File: src/common/quad_counter_pkg.sv
// Purpose: shared constants and types for the quadrature counter bus port
// Assumes: one 200 MHz clock, all pin inputs asynchronous to it
// Notes:   the position counter exists in a 12-bit and a 16-bit variant
package quad_counter_pkg;

  localparam int          CLK_PERIOD_NS   = 5;
  localparam int          POS_WIDTH_SHORT = 12;
  localparam int          POS_WIDTH_FULL  = 16;
  localparam int          BYTE_WIDTH      = 8;
  localparam int          FILTER_DEPTH    = 3;

  localparam logic [15:0] POS_RESET       = 16'h0000;
  localparam logic [15:0] POS_ONE         = 16'h0001;
  localparam logic [15:0] POS_MAX_SHORT   = 16'h0FFF;
  localparam logic [15:0] POS_MAX_FULL    = 16'hFFFF;

  localparam logic [7:0]  HIGH_MASK_SHORT = 8'h0F;
  localparam logic [7:0]  HIGH_MASK_FULL  = 8'hFF;
  localparam logic [7:0]  BYTE_RESET      = 8'h00;

  // pin vector order {byte_sel, oe_n, phase_b, phase_a}; oe_n idles high
  localparam int          PIN_A           = 0;
  localparam int          PIN_B           = 1;
  localparam int          PIN_OE_N        = 2;
  localparam int          PIN_SEL         = 3;
  localparam logic [3:0]  PIN_SYNC_RESET  = 4'h4;

  localparam logic        SEL_HIGH_BYTE   = 1'b0;

  typedef enum logic [1:0] {
    INH_IDLE,
    INH_HIGH_READ,
    INH_LOW_READ
  } inhibit_state_t;

endpackage

File: src/logic/phase_filter.sv
// Purpose: three-sample stability filter for one synchronised phase input
// Assumes: sample_i is already synchronised to clk_i
// Notes:   pulses shorter than the filter depth never reach filt_o
`timescale 1ns/10ps
`default_nettype none
module phase_filter
  import quad_counter_pkg::*;
(
  input  wire logic clk_i,
  input  wire logic nrst_i,
  input  wire logic sample_i,
  output var  logic filt_o
);

  logic [FILTER_DEPTH-1:0] hist_reg;
  logic                    filt_reg;
  wire                     all_high;
  wire                     all_low;

  assign all_high = &hist_reg;
  assign all_low  = ~|hist_reg;

  always_ff @(posedge clk_i or negedge nrst_i) begin
    if (!nrst_i) begin
      hist_reg <= '0;
      filt_reg <= 1'b0;
    end else begin
      hist_reg <= {hist_reg[FILTER_DEPTH-2:0], sample_i};
      if (all_high) begin
        filt_reg <= 1'b1;
      end else if (all_low) begin
        filt_reg <= 1'b0;
      end
    end
  end

  assign filt_o = filt_reg;
endmodule // phase_filter
`default_nettype wire

File: src/logic/quadrature_counter_bus_port.sv
// Purpose: quadrature decoder, up/down position counter, position latch
//          and byte-wide read port with read-inhibit logic
// Assumes: encoder phases, oe_n and byte select are asynchronous pins
// Notes:   pin inputs pass two flops, so the port answers a few cycles late
//
// Behaviour
// - reset clears counter and latch asynchronously
// - reset also returns inhibit logic to idle
// - data port driven only while enable low
// - inhibit samples enable and select on falling edges
// - select 0 gives high byte, 1 low
// - position read high byte first, then low
// - 12-bit variant reads upper nibble as zero
// - one step pulse per valid transition
// - direction high up, settled before pulses
// - one cascade pulse per overflow or underflow
// - phase changes pass after three stable samples
// - A leading counts up, B leading down
// - count on every edge of both phases
`timescale 1ns/10ps
`default_nettype none
module quadrature_counter_bus_port
  import quad_counter_pkg::*;
#(
  parameter int POS_WIDTH = POS_WIDTH_FULL
)(
  input  wire logic       clk_i,
  input  wire logic       nrst_i,
  input  wire logic       phase_a_in_i,
  input  wire logic       phase_b_in_i,
  input  wire logic       oe_n_i,
  input  wire logic       byte_sel_i,
  output var  logic [7:0] data_port_bits_o,
  output var  logic       data_port_bits_oe_o,
  output var  logic       decoder_step_pulse_o,
  output var  logic       count_up_o,
  output var  logic       carry_borrow_pulse_o
);

  localparam logic [15:0] POS_MAX   = (POS_WIDTH == POS_WIDTH_SHORT) ?
                                      POS_MAX_SHORT : POS_MAX_FULL;
  localparam logic [7:0]  HIGH_MASK = (POS_WIDTH == POS_WIDTH_SHORT) ?
                                      HIGH_MASK_SHORT : HIGH_MASK_FULL;

  // ---------------------------------------------------------------------
  // pin synchronisers
  // ---------------------------------------------------------------------
  logic [3:0]     pin_s1_reg;
  logic [3:0]     pin_s2_reg;

  always_ff @(posedge clk_i or negedge nrst_i) begin
    if (!nrst_i) begin
      pin_s1_reg <= PIN_SYNC_RESET;
      pin_s2_reg <= PIN_SYNC_RESET;
    end else begin
      pin_s1_reg <= {byte_sel_i, oe_n_i, phase_b_in_i, phase_a_in_i};
      pin_s2_reg <= pin_s1_reg;
    end
  end

  wire            oe_n_s;
  wire            sel_s;

  assign oe_n_s = pin_s2_reg[PIN_OE_N];
  assign sel_s  = pin_s2_reg[PIN_SEL];

  // ---------------------------------------------------------------------
  // noise filters, one per phase; the encoder must deliver two phases in
  // quadrature, anything else yields erroneous counts
  // ---------------------------------------------------------------------
  logic [1:0]     phase_filt;

  genvar gi;
  generate
    for (gi = 0; gi < 2; gi++) begin : g_phase
      phase_filter u_filter (
        .clk_i    (clk_i),
        .nrst_i   (nrst_i),
        .sample_i (pin_s2_reg[gi]),
        .filt_o   (phase_filt[gi])
      );
    end
  endgenerate

  // ---------------------------------------------------------------------
  // quadrature decoder
  // ---------------------------------------------------------------------
  logic [1:0]     phase_prev_reg;

  wire            a_now;
  wire            b_now;
  wire            a_prev;
  wire            b_prev;
  wire            step_valid;
  wire            dir_up_now;

  assign a_now      = phase_filt[PIN_A];
  assign b_now      = phase_filt[PIN_B];
  assign a_prev     = phase_prev_reg[PIN_A];
  assign b_prev     = phase_prev_reg[PIN_B];
  // exactly one phase moved; a double change is illegal and not counted
  assign step_valid = (a_now ^ a_prev) ^ (b_now ^ b_prev);
  // up when A leads: 00-10-11-01-00
  assign dir_up_now = b_prev ^ a_now;

  // ---------------------------------------------------------------------
  // position counter
  // ---------------------------------------------------------------------
  logic [15:0]    count_reg;
  wire  [15:0]    count_next;
  wire            wrap_up;
  wire            wrap_down;
  wire            wrap_now;

  assign wrap_up    = step_valid &  dir_up_now & (count_reg == POS_MAX);
  assign wrap_down  = step_valid & ~dir_up_now & (count_reg == POS_RESET);
  assign wrap_now   = wrap_up | wrap_down;
  assign count_next = wrap_up    ? POS_RESET :
                      wrap_down  ? POS_MAX :
                      dir_up_now ? count_reg + POS_ONE :
                                   count_reg - POS_ONE;

  always_ff @(posedge clk_i or negedge nrst_i) begin
    if (!nrst_i) begin
      count_reg      <= POS_RESET;
      phase_prev_reg <= 2'h0;
    end else begin
      phase_prev_reg <= phase_filt;
      if (step_valid) begin
        count_reg <= count_next;
      end
    end
  end

  // ---------------------------------------------------------------------
  // direction and pulse outputs; pulses trail the direction by one cycle
  // so direction is stable at every pulse rising edge
  // ---------------------------------------------------------------------
  logic           dir_up_reg;
  logic           step_pend_reg;
  logic           wrap_pend_reg;
  logic           step_pulse_reg;
  logic           cascade_pulse_reg;

  always_ff @(posedge clk_i or negedge nrst_i) begin
    if (!nrst_i) begin
      dir_up_reg        <= 1'b1;
      step_pend_reg     <= 1'b0;
      wrap_pend_reg     <= 1'b0;
      step_pulse_reg    <= 1'b0;
      cascade_pulse_reg <= 1'b0;
    end else begin
      if (step_valid) begin
        dir_up_reg <= dir_up_now;
      end
      step_pend_reg     <= step_valid;
      wrap_pend_reg     <= wrap_now;
      step_pulse_reg    <= step_pend_reg;
      cascade_pulse_reg <= wrap_pend_reg;
    end
  end

  assign count_up_o           = dir_up_reg;
  assign decoder_step_pulse_o = step_pulse_reg;
  assign carry_borrow_pulse_o = cascade_pulse_reg;

  // ---------------------------------------------------------------------
  // read-inhibit logic on the falling edge
  // ---------------------------------------------------------------------
  inhibit_state_t inh_reg;
  inhibit_state_t inh_next;
  wire            read_high;
  wire            read_low;

  assign read_high = ~oe_n_s & (sel_s == SEL_HIGH_BYTE);
  assign read_low  = ~oe_n_s & (sel_s != SEL_HIGH_BYTE);

  always_comb begin
    inh_next = inh_reg;
    case (inh_reg)
      INH_IDLE: begin
        if (read_high) begin
          inh_next = INH_HIGH_READ;
        end
      end
      INH_HIGH_READ: begin
        if (read_low) begin
          inh_next = INH_LOW_READ;
        end
      end
      INH_LOW_READ: begin
        if (oe_n_s) begin
          inh_next = INH_IDLE;
        end
      end
      default: begin
        inh_next = INH_IDLE;
      end
    endcase
  end

  always_ff @(negedge clk_i or negedge nrst_i) begin
    if (!nrst_i) begin
      inh_reg <= INH_IDLE;
    end else begin
      inh_reg <= inh_next;
    end
  end

  // ---------------------------------------------------------------------
  // position latch and byte port
  // ---------------------------------------------------------------------
  logic [15:0]    pos_latch_reg;
  logic [7:0]     data_reg;
  logic           data_oe_reg;
  wire            latch_load;
  wire  [7:0]     high_byte;
  wire  [7:0]     byte_mux;

  assign latch_load = (inh_reg == INH_IDLE);
  assign high_byte  = pos_latch_reg[15:8] & HIGH_MASK;
  assign byte_mux   = (sel_s == SEL_HIGH_BYTE) ? high_byte :
                                                 pos_latch_reg[7:0];

  always_ff @(posedge clk_i or negedge nrst_i) begin
    if (!nrst_i) begin
      pos_latch_reg <= POS_RESET;
      data_reg      <= BYTE_RESET;
      data_oe_reg   <= 1'b0;
    end else begin
      if (latch_load) begin
        pos_latch_reg <= count_reg;
      end
      data_reg    <= byte_mux;
      data_oe_reg <= ~oe_n_s;
    end
  end

  assign data_port_bits_o    = data_reg;
  assign data_port_bits_oe_o = data_oe_reg;
endmodule // quadrature_counter_bus_port
`default_nettype wire

File: config.mk
export PLATFORM = sky130hd
export DESIGN_NAME = quadrature_counter_bus_port
export DESIGN_NICKNAME = d
export VERILOG_FILES = /design/src/common/quad_counter_pkg.sv /design/src/logic/phase_filter.sv /design/src/logic/quadrature_counter_bus_port.sv
export SDC_FILE = /design/constraint.sdc
export NUM_CORES = 1
export LEC_CHECK = 0
export ABC_AREA = 1
export BUFFER_PORTS_ARGS = -buffer_cell sky130_fd_sc_hd__buf_2
export CELL_PAD_IN_SITES_DETAIL_PLACEMENT = 1
export CELL_PAD_IN_SITES_GLOBAL_PLACEMENT = 2
export CORE_ASPECT_RATIO = 0.9
export CORE_MARGIN = 2
export CORE_UTILIZATION = 39
export DETAILED_ROUTE_END_ITERATION = 16
export MAX_ROUTING_LAYER = met4
export PLACE_DENSITY = 0.84
export SLEW_MARGIN = 20
export SYNTH_ARGS = -nofsm -noshare
export SYNTH_HDL_FRONTEND = slang
export SYNTH_SLANG_ARGS = --single-unit
File: constraint.sdc
create_clock -name clk_i -period 5.54 [get_ports clk_i]
set_clock_uncertainty 0.2 [all_clocks]
set_input_delay 0.831 -clock clk_i [delete_from_list [all_inputs] [get_ports clk_i]]
set_output_delay 0.831 -clock clk_i [all_outputs]
set_load 0.01 [all_outputs]
==> results.toml <==
[floorplanning]
die_y_um = 92.1
pin_count = 18
core_area_um2 = 8490
die_w_um = 102
rows = 32
dieArea_um2 = 9390
start_util_pct = 39.7

[cts]
clk_latency_ps = 340
tritoncts = "yes"
clockBufferDepth = 2
ctsResizeCount = 0
root_buffer = "clkbuf_8"
clkSlewWorstSetupHoldPaths_ps = 70
cts_buffers = 9
cts_sinks = 66
h-tree-depth = 3
post-cts-setup-buffers = 0
hold_buffers = 0

[cells_and_area]
n_antenna_cell = 0
final_nets = 457
area_growth_pct = 13.2
finalInstanceArea_um2 = 3810
fin_util_pct = 44.9
drive_above_1_share_pct = 16.0

[place]
gp_congestion = 0.812
io_buffers = 17
placed_area_um2 = 3560
dp_hpwl_um = 6360

[synthesis]
ys_seq_area_share_pct = 49.2
yosysWarnings = 0
syn_inst = 428
synth_edf_count = 0
syn-num-nets = 435
synth.distinct_cells = 33
async_reset_ff_share_pct = 100
syn_area_per_cell_um2 = 7.86
ys.flop_type = "dfrtp_1"
syn_area_um2 = 3370
ys_ff_latch = 66

[detailed_routing]
dr_wl_met2_um = 4130
maxUsedRoutingLayer = "met4"
drc = 0
dr_total_vias = 2808
detail-route-antenna-nets = 0
wl_met1_um = 4200
wl_met3_um = 246
routedWlPerCell_um = 15.1
dr.first_iter.drc_count = 108
wl_um = 8670
firstDrtPassIters = 6
post_drt_via_cell_ratio = 4.89

[timing]
setup_violations = 0
tightestPinTransition_ps = 500
grt_setup_unrepaired = "false"
finalHoldViolations = 0
fin_setup_tns_ps = 0
slew_headroom_pct = 66.6
drv_slew = 0

[power_and_ir_drop]
power.density_nw_per_um2 = 596
totalPowerFinal_mw = 2.27
cellLeakagePower_nw = 1.97
peakVddDrop_mv = 0.270

[global_routing]
grt_max_degree = 36
track_usage_pct = 21.6
overflow = 0
grt_pass1_wl_um = 15200
grt_pass1_vias = 3017
antenna_found_initial = 0

[worst_setup_path]
worst-endpoint-arrival_ps = 4370
r2r_start = "inh_reg[0]$_DFFE_NN0P_"
worstPathMaxFanout = 20
reg2regPathDepth = 4
ff2ff_setup_slack_ps = 1220
crit_required_ps = 5590
crit_type = "reg2reg"
rr_endpoint = "pos_latch_reg[15]$_DFFE_PN0P_"
end_kind = "flop"
cp-start-kind = "flop"

[min_path]
hold_start = "pin_s1_reg[3]$_DFF_PN0_"
hold_class = "reg2reg"
min_path_cells = 0
whs_endpoint = "pin_s2_reg[3]$_DFF_PN0_"

[status]
status = "finished, final reports clean"

[job]
maxCapViolCount = 0
==> power breakdown <==
group	leakage [nW]	switching, mW	internal [mW]
logic	1.05	0.680	0.322
clock network	0.120	0.185	0.311
registers	0.796	0.123	0.648
total	1.97	0.988	1.28
==> cells in the final DEF (no fill, tap or decap), types with 4 or more instances in the layout <==
cell	synthesis	final
nand3_1	33	33
buf_2	0	17
nand2_2	14	14
inv_1	55	55
nor2_1	34	33
nor4_1	5	5
o21ai_1	6	6
clkbuf_8	0	10
nand2_1	129	129
nor2_2	3	4
xor2_1	7	7
o21ai_0	28	28
inv_2	5	5
dfrtp_1	61	61
nand2_4	5	5
a21oi_1	12	12
==> worst max-delay path by stage <==
stage,startpoint,end,slack (ps),cells past startpoint
2_1_floorplan,inh_reg[0]$_DFFE_NN0P_,pos_latch_reg[2]$_DFFE_PN0P_,1470,4
3_3_place_gp,inh_reg[0]$_DFFE_NN0P_,pos_latch_reg[7]$_DFFE_PN0P_,1290,4
3_5_place_dp,inh_reg[0]$_DFFE_NN0P_,pos_latch_reg[15]$_DFFE_PN0P_,1190,4
4_1_cts,inh_reg[0]$_DFFE_NN0P_,pos_latch_reg[15]$_DFFE_PN0P_,1200,4
5_1_grt,inh_reg[0]$_DFFE_NN0P_,pos_latch_reg[15]$_DFFE_PN0P_,1030,4
6_report,inh_reg[0]$_DFFE_NN0P_,pos_latch_reg[15]$_DFFE_PN0P_,1220,4
==> critical path, stage by stage, from the launching register on <==
cell and delay, ps:
dfrtn_1 360, nor2_2 420, buf_4 310, nand2_1 90
o21ai_0 90
==> metrics by stage <==
| step | worst slack, ps | hold WS (ps) | cells |
|---|---|---|---|
| 3_3_place_gp | 1290 | 134 | 558 |
| 6_report | 1220 | 151 | 574 |
| 5_1_grt | 1030 | 159 | 574 |
| 2_1_floorplan | 1470 | 131 | 428 |
| 4_1_cts | 1200 | 152 | 574 |
| 3_5_place_dp | 1190 | 137 | 558 |
==> logic make-up (layout without fill, tap and decap cells) <==
family                     after synthesis  after routing  synth area share (%)
xor gates and xnor gates                 7              7                  1.82
adders and majority gates                1              1                 0.372
DFF                                     66             66                  49.2
AOI/OAI and AO/OA                       53             53                  8.55
buffers and inverters                   69             96                  8.48
and+or+nand+nor                        232            232                  31.6
==> synthesized netlist by cell type (all sizes together), types with 2 or more instances <==
master / instances / area [um2]
nor4: 5 / 31.3
inv: 60 / 225
buf: 4 / 41.3
dfstp: 3 / 78.8
o21ai: 34 / 170
dfrtn: 2 / 50.1
dfrtp: 61 / 1530
a21oi: 13 / 68.8
nand2: 148 / 628
nand3: 34 / 175
nor2: 40 / 198
nor3: 4 / 25.0
xor2: 7 / 61.3
clkbuf: 5 / 18.8
==> routing by layer <==
metal	vias up	global-route usage, %
li1	1388	-
met1	1369	29.0
met2	43	34.0
met3	8	4.34
met4	0	4.44
met5	-	-
==> cell type report <==
class,instances,area (um2)
multi-input cells,293,1430
clock buffers,11,141
flip-flops and latches,66,1660
fillers,1068,4680
inverters,60,225
well taps,119,149
repair buffers,20,108
clock inverters,5,103
(Power assumes the default switching activity.)
